[src/shared/ums_defs.vh]
// Constants of the update-mode measurement scheduler
`ifndef UMS_DEFS_VH
`define UMS_DEFS_VH

// Clock rate
`define UMS_CLK_KHZ           25000

// Power-down settings, in microseconds
`define UMS_PD_SEL_NONE       2'b00
`define UMS_PD_US_0           0
`define UMS_PD_US_1           5000
`define UMS_PD_US_2           25000
`define UMS_PD_US_3           125000

// Conversion times per resolution code, in microseconds
`define UMS_CONV_US_0         300
`define UMS_CONV_US_1         1150
`define UMS_CONV_US_2         4500
`define UMS_CONV_US_3         18000

// Fixed overhead of a measurement cycle, in microseconds
`define UMS_WAKE_US           100
`define UMS_CAP_CALC_US       300
`define UMS_TEMP_CALC_US      250

// Temperature runs once per this many capacitance cycles
`define UMS_TEMP_EVERY        6
`define UMS_TEMP_CNT_RESET    3'h0

// Worst-case scale applied to typical times, in tenths
`define UMS_WORST_TENTHS      11

// Microseconds to cycles (least time, rounded up)
`define UMS_US2CYC(us) ((((us) * `UMS_CLK_KHZ) + 999) / 1000)

`endif

[src/ums_sched.v]
// Update-mode measurement scheduler: cycle sequencing and output update
`timescale 1ns/1ns
`include "ums_defs.vh"

module ums_sched (
   input  wire        mclk_in,
   input  wire        rst_in,
   input  wire        update_mode_in,
   input  wire [1:0]  pd_sel_in,
   input  wire [1:0]  cap_res_in,
   input  wire [1:0]  temp_res_in,
   input  wire [3:0]  cap_mult_in,
   input  wire        worst_case_in,
   input  wire [15:0] cap_result_in,
   input  wire [15:0] temp_result_in,
   input  wire [1:0]  alarm_in,
   output reg  [15:0] output_reg_out,
   output reg  [15:0] temp_reg_out,
   output reg  [15:0] pulse_density_output_cap_out,
   output reg  [15:0] pulse_density_output_temp_out,
   output reg  [1:0]  alarm_out,
   output reg         data_ready_out,
   output wire        temp_conv_out,
   output wire        cap_conv_out,
   output wire        powered_down_out,
   output reg         cycle_done_out
);
   // ****************************************
   // States
   // ****************************************
   localparam [2:0] ST_IDLE  = 3'h0;
   localparam [2:0] ST_WAKE  = 3'h1;
   localparam [2:0] ST_TCONV = 3'h2;
   localparam [2:0] ST_TCALC = 3'h3;
   localparam [2:0] ST_CCONV = 3'h4;
   localparam [2:0] ST_CCALC = 3'h5;
   localparam [2:0] ST_UPD   = 3'h6;
   localparam [2:0] ST_PDOWN = 3'h7;

   localparam [31:0] WAKE_CYC  = `UMS_US2CYC(`UMS_WAKE_US);
   localparam [31:0] CCALC_CYC = `UMS_US2CYC(`UMS_CAP_CALC_US);
   localparam [31:0] TCALC_CYC = `UMS_US2CYC(`UMS_TEMP_CALC_US);

   reg [2:0]  state_r;
   reg [2:0]  state_nxt;
   reg [2:0]  tcnt_r;
   reg [2:0]  tcnt_nxt;
   reg        load;
   reg [31:0] load_cyc;
   wire       tmr_done;

   // ****************************************
   // Time lookups
   // ****************************************
   function [31:0] conv_cyc;
      input [1:0] res;
      begin
         case (res)
            2'b00:   conv_cyc = `UMS_US2CYC(`UMS_CONV_US_0);
            2'b01:   conv_cyc = `UMS_US2CYC(`UMS_CONV_US_1);
            2'b10:   conv_cyc = `UMS_US2CYC(`UMS_CONV_US_2);
            default: conv_cyc = `UMS_US2CYC(`UMS_CONV_US_3);
         endcase
      end
   endfunction

   function [31:0] pd_cyc;
      input [1:0] sel;
      begin
         case (sel)
            2'b00:   pd_cyc = `UMS_US2CYC(`UMS_PD_US_0);
            2'b01:   pd_cyc = `UMS_US2CYC(`UMS_PD_US_1);
            2'b10:   pd_cyc = `UMS_US2CYC(`UMS_PD_US_2);
            default: pd_cyc = `UMS_US2CYC(`UMS_PD_US_3);
         endcase
      end
   endfunction

   // Worst-case stretch; result after x1.1 is rounded up to the next whole cycle
   function [31:0] scale;
      input [31:0] cyc;
      input        worst;
      begin
         scale = worst ? ((cyc * `UMS_WORST_TENTHS) + 32'd9) / 32'd10 : cyc;
      end
   endfunction

   wire [31:0] mult_ext = {28'h0000000, (cap_mult_in == 4'h0) ? 4'h1 : cap_mult_in};

   // ****************************************
   // Sequencer
   // ****************************************
   always @* begin
      state_nxt = state_r;
      tcnt_nxt  = tcnt_r;
      load      = 1'b0;
      load_cyc  = 32'h0;
      case (state_r)
         ST_IDLE: begin
            tcnt_nxt = `UMS_TEMP_CNT_RESET;
            if (update_mode_in) begin
               state_nxt = ST_WAKE;
               load      = 1'b1;
               load_cyc  = scale(WAKE_CYC, worst_case_in);
            end
         end
         ST_WAKE: if (tmr_done) begin
            load = 1'b1;
            if (tcnt_r == `UMS_TEMP_CNT_RESET) begin
               state_nxt = ST_TCONV;
               load_cyc  = scale(conv_cyc(temp_res_in), worst_case_in);
            end else begin
               state_nxt = ST_CCONV;
               load_cyc  = scale(conv_cyc(cap_res_in) * mult_ext, worst_case_in);
            end
         end
         ST_TCONV: if (tmr_done) begin
            state_nxt = ST_TCALC;
            load      = 1'b1;
            load_cyc  = scale(TCALC_CYC, worst_case_in);
         end
         ST_TCALC: if (tmr_done) begin
            state_nxt = ST_CCONV;
            load      = 1'b1;
            load_cyc  = scale(conv_cyc(cap_res_in) * mult_ext, worst_case_in);
         end
         ST_CCONV: if (tmr_done) begin
            state_nxt = ST_CCALC;
            load      = 1'b1;
            load_cyc  = scale(CCALC_CYC, worst_case_in);
         end
         ST_CCALC: if (tmr_done) begin
            state_nxt = ST_UPD;
            tcnt_nxt  = (tcnt_r == `UMS_TEMP_EVERY - 1) ? 3'h0 : tcnt_r + 3'h1;
         end
         ST_UPD: begin
            if (!update_mode_in) begin
               state_nxt = ST_IDLE;
            end else if (pd_sel_in == `UMS_PD_SEL_NONE) begin
               state_nxt = ST_WAKE;
               load      = 1'b1;
               load_cyc  = scale(WAKE_CYC, worst_case_in);
            end else begin
               state_nxt = ST_PDOWN;
               load      = 1'b1;
               load_cyc  = scale(pd_cyc(pd_sel_in), worst_case_in);
            end
         end
         ST_PDOWN: begin
            if (!update_mode_in) begin
               state_nxt = ST_IDLE;
            end else if (tmr_done) begin
               state_nxt = ST_WAKE;
               load      = 1'b1;
               load_cyc  = scale(WAKE_CYC, worst_case_in);
            end
         end
         default: state_nxt = ST_IDLE;
      endcase
   end

   // Single timer shared by all phases
   ums_timer u_timer (
      .mclk_in   (mclk_in),
      .rst_in    (rst_in),
      .load_in   (load),
      .cycles_in (load_cyc),
      .done_out  (tmr_done)
   );

   assign temp_conv_out    = (state_r == ST_TCONV);
   assign cap_conv_out     = (state_r == ST_CCONV);
   assign powered_down_out = (state_r == ST_PDOWN) || (state_r == ST_IDLE);

   // ****************************************
   // State and output update
   // ****************************************
   always @(posedge mclk_in) begin
      if (rst_in) begin
         state_r                       <= ST_IDLE;
         tcnt_r                        <= `UMS_TEMP_CNT_RESET;
         output_reg_out                <= 16'h0000;
         temp_reg_out                  <= 16'h0000;
         pulse_density_output_cap_out  <= 16'h0000;
         pulse_density_output_temp_out <= 16'h0000;
         alarm_out                     <= 2'h0;
         data_ready_out                <= 1'b0;
         cycle_done_out                <= 1'b0;
      end else begin
         state_r        <= state_nxt;
         tcnt_r         <= tcnt_nxt;
         cycle_done_out <= 1'b0;
         if (state_r == ST_TCALC && tmr_done) begin
            temp_reg_out                  <= temp_result_in;
            pulse_density_output_temp_out <= temp_result_in;
         end
         if (state_r == ST_WAKE) begin
            data_ready_out <= 1'b0;
         end
         // Capacitance, density-cap, alarm and ready outputs refresh together in the update state
         if (state_r == ST_UPD) begin
            output_reg_out               <= cap_result_in;
            pulse_density_output_cap_out <= cap_result_in;
            alarm_out                    <= alarm_in;
            data_ready_out               <= 1'b1;
            cycle_done_out               <= 1'b1;
         end
      end
   end
endmodule

[src/ums_timer.v]
// Down-counting interval timer for one phase of the scheduler
`timescale 1ns/1ns
module ums_timer (
   input  wire        mclk_in,
   input  wire        rst_in,
   input  wire        load_in,
   input  wire [31:0] cycles_in,
   output wire        done_out
);
   reg [31:0] cnt_r;
   reg [31:0] cnt_nxt;
   reg        run_r;
   reg        run_nxt;

   assign done_out = run_r && (cnt_r == 32'h0000_0001);

   always @* begin
      cnt_nxt = cnt_r;
      run_nxt = run_r;
      if (load_in) begin
         cnt_nxt = (cycles_in == 32'h0) ? 32'h0000_0001 : cycles_in;
         run_nxt = 1'b1;
      end else if (run_r) begin
         cnt_nxt = cnt_r - 32'h0000_0001;
         if (cnt_r == 32'h0000_0001) begin
            run_nxt = 1'b0;
         end
      end
   end

   always @(posedge mclk_in) begin
      if (rst_in) begin
         cnt_r <= 32'h0;
         run_r <= 1'b0;
      end else begin
         cnt_r <= cnt_nxt;
         run_r <= run_nxt;
      end
   end
endmodule

[config.mk]
export PLATFORM = sky130hd
export DESIGN_NAME = ums_sched
export DESIGN_NICKNAME = d
export VERILOG_FILES = /design/src/ums_sched.v /design/src/ums_timer.v
export VERILOG_INCLUDE_DIRS = /design/src /design/src/shared
export SDC_FILE = /design/constraint.sdc
export NUM_CORES = 1
export LEC_CHECK = 0
export BUFFER_PORTS_ARGS = -buffer_cell sky130_fd_sc_hd__buf_2
export CAP_MARGIN = 10
export CORE_ASPECT_RATIO = 2
export CORE_MARGIN = 3
export CORE_UTILIZATION = 35
export CTS_CLUSTER_DIAMETER = 30
export DETAILED_ROUTE_END_ITERATION = 8
export HOLD_SLACK_MARGIN = 0.08
export PLACE_DENSITY = 0.54
export SETUP_SLACK_MARGIN = 0.1
export SLEW_MARGIN = 10
export SYNTH_ARGS = -nofsm -noshare
export SYNTH_HDL_FRONTEND = slang
export SYNTH_SLANG_ARGS = --single-unit
[constraint.sdc]
create_clock -name mclk_in -period 74.6 [get_ports mclk_in]
set_clock_uncertainty 0.15 [all_clocks]
set_input_delay 14.92 -clock mclk_in [delete_from_list [all_inputs] [get_ports mclk_in]]
set_output_delay 14.92 -clock mclk_in [all_outputs]
set_load 0.05 [all_outputs]
### After elaboration in Yosys (flattened, before gate mapping)

Index checks and enable logic that the tools add are counted.

| storage, ports and cells | value |
|---|---|
| register bits | 75 |
| latch bits | 0 |
| memory bits (writable) | 0 |
| ROM bits | 0 |
| input bits | 48 |
| memories | 0 |

| cells by class | value |
|---|---|
| add/sub/neg operators | 6 |
| multipliers | 6 |
| div/mod/pow operators | 4 |
| order comparisons | 0 |
| equality and inequality tests | 22 |
| shifts and indexed selects | 0 |
| muxes and demuxes | 61 |
| bitwise operators | 0 |
| reductions and logical operators | 17 |

Operator list:

| operator | number |
|---|---|
| two-way mux 32 bit | 23 |
| case mux 32 bit (7 select lines) | 1 |
| adder 32 x 4 -> 32 bit (second input constant) | 4 |
| divider 32 x 4 -> 32 bit (second input constant) | 4 |
| multiplier 32 x 4 -> 32 bit (second input constant) | 4 |
| case mux 19 bit (3 select lines) | 2 |
| multiplier 32 x 4 -> 32 bit | 2 |
| case mux 32 bit (2 select lines) | 1 |
| two-way mux 3 bit | 13 |
| two-way mux 12 bit | 3 |
| == test 32 x 1 -> 1 bit (second input constant) | 1 |
| zero test 32 bit | 1 |
| subtractor 32 x 1 -> 32 bit (second input constant) | 1 |
| two-way mux 14 bit | 2 |
| case mux 3 bit (8 select lines) | 1 |
| two-way mux 10 bit | 2 |
| == test 3 bit (second input constant) | 5 |
| two-way mux 13 bit | 1 |
| two-way mux 1 bit | 9 |
| != test 2 bit (second input constant) | 4 |
| AND reduction 7 bit | 1 |
| == test 2 x 1 -> 1 bit (second input constant) | 3 |
| == test 2 bit (second input constant) | 3 |
| == test 3 x 2 -> 1 bit (second input constant) | 2 |
| other kinds (16) | 23 |

### Longest topological paths before layout

| depth | value |
|---|---|
| depth in word-level cells | 16 |
| depth in mapped cells | 137 |

### Hierarchy

From an unflattened synthesis, not the netlist that was laid out.

| second synthesis, totals | value |
|---|---|
| cell total of the unflattened synthesis | 3,395 |
| area, all modules | 24,029.3 µm² |

By module, submodules not included:

| module | times used | cells an instance | area an instance (µm²) | seq. area each (µm²) |
|---|---|---|---|---|
| ums_sched | 1 | 3,156 | 22,111.2 | 840.8 |
| ums_timer | 1 | 239 | 1,918.1 | 660.6 |

### Worst setup path before layout

Ideal clock, no wire load.

| timing | value |
|---|---|
| path type | input-to-reg |
| from | input port cap_res_in[0] |
| to | register u_timer.cnt_r[23] |
| library setup time | 0.079 ns |
| arrival time | 43.051 ns |
| slack | 31.319 ns |
| stages on the path | 119 |
| buffers on the path | 10 |
| path through | ha_1 clkbuf_1 nor2_1 nand2_1 fa_1 inv_1 fa_1 ha_1 a21o_1 a21oi_1 o21bai_1 a21oi_1 o21bai_1 a21oi_1 o21bai_1 a21oi_1 o21bai_1 a21oi_1 [... 83 more ...] a2111oi_4 a311oi_1 a2111oi_4 xnor2_1 nand3_1 o2111a_1 a2111oi_4 buf_4 inv_2 a211oi_4 nand2_4 o221a_2 xnor2_2 or4_1 a22oi_2 o311a_1 o21ai_1 a211oi_2 |

| between the ends | value |
|---|---|
| longest elaborated chain between the ends | 16 |

Ends and longest elaborated chain:

| what | RTL line | text |
|---|---|---|
| from (decl) | ums_sched.v:10 | `input wire [1:0] cap_res_in,` |
| == test 2 bit (tied with other cells) | ums_sched.v:58 | `case (res)` |
| case mux 19 bit (3 select lines) (*) | ums_sched.v:58 |  |
| two-way mux 32 bit | ums_sched.v:109 | `` if (tcnt_r == `UMS_TEMP_CNT_RESET) begin `` |
| two-way mux 32 bit | ums_sched.v:107 | `ST_WAKE: if (tmr_done) begin` |
| two-way mux 32 bit | ums_sched.v:98 | `case (state_r)` |
| multiplier 32 x 4 -> 32 bit | ums_sched.v:114 | `load_cyc = scale(conv_cyc(cap_res_in) * mult_ext, worst_case_in);` |
| multiplier 32 x 4 -> 32 bit (no source line) | - |  |
| adder 32 x 4 -> 32 bit | ums_sched.v:84 | `` scale = worst ? ((cyc * `UMS_WORST_TENTHS) + 32'd9) / 32'd10 : cyc; `` |
| divider 32 x 4 -> 32 bit | ums_sched.v:84 |  |
| two-way mux 32 bit | ums_sched.v:84 |  |
| two-way mux 32 bit | ums_sched.v:109 |  |
| two-way mux 32 bit | ums_sched.v:107 |  |
| case mux 32 bit (7 select lines) (*) | ums_sched.v:98 |  |
| zero test 32 bit | ums_timer.v:21 | `cnt_nxt = (cycles_in == 32'h0) ? 32'h0000_0001 : cycles_in;` |
| two-way mux 32 bit (*) | ums_timer.v:21 |  |
| two-way mux 32 bit (*) | ums_timer.v:20 | `if (load_in) begin` |
| to (signal assigned) | ums_timer.v:36 | `cnt_r <= cnt_nxt;` |
| to (decl) | ums_timer.v:10 | `reg [31:0] cnt_r;` |

Mark *: on every way between the ends. The rest lies on a longest branch, timed or not. The select of a mux whose other input is x is not followed.
A chain may end at the register's enable or synchronous reset.

### Worst setup path in the final report

| timing | value |
|---|---|
| from | input port cap_res_in[1] |
| to | register u_timer.cnt_r[23] |

Same word-level chain as after synthesis.

==> impl.org <==
** Global routing
- Met1 layer usage reported by global route :: 26.79%
- Pin count of the biggest net entering global routing :: 72
- Antenna violations before repair :: 11
- For this run, global-route usage on met3 was measured as 6.885%.
- M2 GR Usage :: 52.79%
- Highest-utilization routing layer at the global route stage :: met2
- The first global-routing pass estimated 167.7 mm of wire.
- The total overflow left after global routing is 0.
- Vias in the first global route :: 28170
- Global routing used 29.75% of the available tracks across all layers.

** STA
- Final Worst Setup Slack :: 22.14 ns
- Final period utilization :: 70.33%
- Count of final hold-check violations :: 0
- Setup repair after global routing left no endpoint under its margin.
- Final Max Tran Viols :: 0
- Least-Margin Pin Slew :: 1.340 ns
- Slew headroom :: 9.950%
- The worst path needs 52.46 ns of the cycle, external delays included.
- After routing, the total negative slack on setup checks comes to 0 ns.
- Derived from the worst setup path, the maximum achievable clock frequency is 19.06 MHz.
- Setup violations remaining at the end of the flow were counted as 0.

** Synthesis
- When the netlist entered floorplanning its net count stood at 3749.
- Library cell with the largest summed area after synthesis :: sky130_fd_sc_hd__ha_1
- Cell count after synthesis :: 3509
- Most used flip-flop cell after synthesis :: sky130_fd_sc_hd__dfxtp_1
- In this run the cell area of the synthesized design comes to 0.02443 mm^2.
- The synthesized netlist devotes 35.24% of its cell area to compound gates.
- Number of enable-type register cells in the synthesized netlist :: 0
- Synth top area share :: 7.631%
- Xor/xnor share of the synthesized area :: 8.184%
- Fraction of the yosys area taken by sequential cells :: 6.146%
- #FFs+latches synth :: 75
- Post-synthesis average cell area :: 6.962 um^2
- Counting flops with an async set or reset pin after synthesis yields a share of 0%.
- After Yosys synthesis, and, or, nand and nor cells account for 29.59% of the synthesized area.
- Summing the areas of all fa, ha and maj instances in the mapped netlist gives 11.28% of the synthesized area.
- Number of warnings reported in the yosys synthesis log :: 0
- Mux cell area share after synthesis :: 2.013%
- After synthesis, the netlist uses 164 different library cells.
- After synthesis, the largest family of logic cells by area is compound AO/OA/AOI/OAI gates.
- After synthesis, the cell types taking the most area are sky130_fd_sc_hd__ha_1 (7.6%), sky130_fd_sc_hd__nand2_1 (6.2%), sky130_fd_sc_hd__dfxtp_1 (6.1%).

** CTS
- Maximum clock path buffer count :: 2
- Clock tree synthesis selected as its root buffer the cell sky130_fd_sc_hd__clkbuf_16.
- In this run the number of H-tree levels came out at 3.
- The clock reaches the later pin of the worst-skew pair after 0.36 ns.
- Setup repair bufs after CTS :: 0
- CTS tree :: yes
- Number of clock buffers inserted by TritonCTS :: 9
- Buffers inserted to repair hold after CTS numbered 0.
- Num Clock Sinks :: 75
- PostCTS Resize Cnt :: 0
- Clock transition time at the flip-flop clock pins of the worst setup and hold paths :: 0.07 ns

** Critical path
- Data on the critical path is required at its endpoint by 74.65 ns.
- Among all stages on the critical path, the largest delay is contributed by sky130_fd_sc_hd__nor2_1.
- Data on the critical path arrives at its endpoint at 52.52 ns.
- Path depth of the worst reg2reg path :: 21
- The largest single stage delay on the critical path is 0.98 ns.
- In this run the register-to-register setup slack is 68.12 ns.
- The setup path with the least slack is of type primary input to flip-flop.
- Kind of capture point of the worst setup path :: flip-flop
- Start of the worst register-to-register path :: u_timer.cnt_r[8]$_SDFFE_PP0P_
- Cell repeated most along the worst path :: sky130_fd_sc_hd__a21oi_1
- STA classifies the critical path startpoint as a primary input.
- Reg-to-Reg End :: u_timer.cnt_r[23]$_SDFFE_PP0P_
- Worst-path fanout max :: 20

** Drt
- The final route contains 28390 vias.
- Vias/cell :: 6.479
- DRC violation count after routing :: 0
- 1st-pass router iterations :: 5
- First DRT Iteration DRCs :: 2015
- The detail route stage leaves a number of antenna-violating nets equal to 0.
- In the final routed layout, each cell accounts on average for 25.72 um.
- Routed wire length :: 112.7 mm

** Floorplan
- Die width :: 192.8 um
- The die covers 0.07320 mm^2.
- The core region is 0.06892 mm^2.
- Effective utilization at floorplan :: 35.45%
- Pin placement for this block handled 119 I/O pins.
- Number of placement rows :: 136
- Height of the die :: 379.6 um

** Placed design
- Worst setup timing slack at the placement stage :: 23.31 ns
- Placed inst area :: 0.02531 mm^2
- Buffers placed on the I/O ports in this run total 118.
- Once detailed placement completed, the half-perimeter wirelength came to 89.02 mm.
- Routability-driven placement finished with a final weighted congestion of 1.056.

** Outcome
- Outcome :: completed

** Hold path
- Min-Delay Path Class :: flip-flop to flip-flop
- Min-delay src :: alarm_out[1]$_SDFFE_PP0P_
- The worst hold path passes through 2 cells.
- The worst hold path terminates at alarm_out[1]$_SDFFE_PP0P_.

** Layout
- Number of fill cells :: 7593
- Share of post-route cells with drive strength above 1 :: 11.04%
- For this run, the post-layout net count is 3716.
- The finished cells cover 0.02561 mm^2.
- Compared with the post-synthesis result, the final layout area differs by 4.814%.

** Run
- Maxcap violations :: 0
[worst max path at each step]
stage,from,end,slack [ns],depth (start not counted)
2_1_floorplan,cap_res_in[0],u_timer.cnt_r[23]$_SDFFE_PP0P_,31.32,119
3_3_place_gp,cap_res_in[1],u_timer.cnt_r[23]$_SDFFE_PP0P_,23.62,106
3_5_place_dp,cap_res_in[1],u_timer.cnt_r[23]$_SDFFE_PP0P_,23.31,108
4_1_cts,cap_res_in[1],u_timer.cnt_r[23]$_SDFFE_PP0P_,23.60,108
5_1_grt,cap_res_in[1],u_timer.cnt_r[22]$_SDFFE_PP0P_,19.68,112
6_report,cap_res_in[1],u_timer.cnt_r[23]$_SDFFE_PP0P_,22.14,107
[cell type report]
| type | count | area [um^2] | area share [%] |
|---|---|---|---|
| multi-input combinational | 3063 | 21140 | 82.54 |
| sequential | 75 | 1501 | 5.864 |
| tap | 897 | 1122 | 4.383 |
| timing repair buffer | 173 | 1003 | 3.919 |
| inverter | 154 | 578.1 | 2.258 |
| clock buffer | 11 | 232.7 | 0.9089 |
| clock inverter | 3 | 17.52 | 0.06841 |
| antenna | 6 | 15.01 | 0.05864 |
[per-stage QoR]
stage / instances / utilization, % / hold slack, ns
6_report: 4382 / 37.16 / 0.2999
5_1_grt: 4377 / 37.14 / 0.3248
4_1_cts: 4376 / 37.09 / 0.3013
3_5_place_dp: 4362 / 36.73 / 0.2937
3_3_place_gp: 4362 / 36.73 / 0.2921
2_1_floorplan: 3509 / - / 0.3091
[routing by layer]
metal / routed length [um] / vias up
li1: - / 13030
met1: 35910 / 13420
met2: 55830 / 1351
met3: 7548 / 590
met4: 13370 / 6
met5: 37 / -
[cells in the final DEF (no fill, tap or decap), drive strengths merged, types with 68 or more instances in the layout]
| master | netlist | layout |
|---|---|---|
| nor2 | 324 | 324 |
| o21ai | 225 | 225 |
| nand2 | 406 | 406 |
| xnor2 | 150 | 150 |
| dfxtp | 75 | 75 |
| buf | 108 | 173 |
| ha | 149 | 149 |
| nand3 | 112 | 112 |
| inv | 151 | 151 |
| xor2 | 68 | 68 |
| nor3 | 133 | 133 |
| a21oi | 283 | 283 |
[critical path, delay by kind of cell]
family / cells / cell delay [ns]
compound gates: 61 / 20.87
simple gates: 29 / 10.92
fa+ha+maj: 8 / 3.19
xor+xnor: 3 / 1.27
mux: 2 / 0.62
buf+inv: 4 / 0.58
[cell usage after synthesis, drive strengths merged, types with 58 or more instances]
library cell / instances
a21oi: 283
and2: 59
buf: 108
clkbuf: 102
dfxtp: 75
ha: 149
inv: 151
nand2: 406
nand3: 112
nor2: 324
nor3: 133
o211ai: 58
o21ai: 225
xnor2: 150
xor2: 68
[cells by family after synthesis]
| logic type | count (synthesis) |
|---|---|
| XOR/XNOR | 218 |
| adder cells (fa/ha/maj) | 195 |
| AND/OR/NAND/NOR | 1426 |
| flip-flops | 75 |
| buffers and inverters | 371 |
| AO/OA/AOI/OAI | 1178 |
| multiplexers | 46 |
[flip-flops by register name, summed over array words and instances (netlist names)]
name and cells:
alarm_out 2, cycle_done_out 1, data_ready_out 1, pulse_density_output_cap_out 16, pulse_density_output_temp_out 16, state_r 3
tcnt_r 3, u_timer.cnt_r 32, u_timer.run_r 1
Power is not shown: default switching activity piles up to over one toggle a cycle in this logic, so the estimate is an artifact.
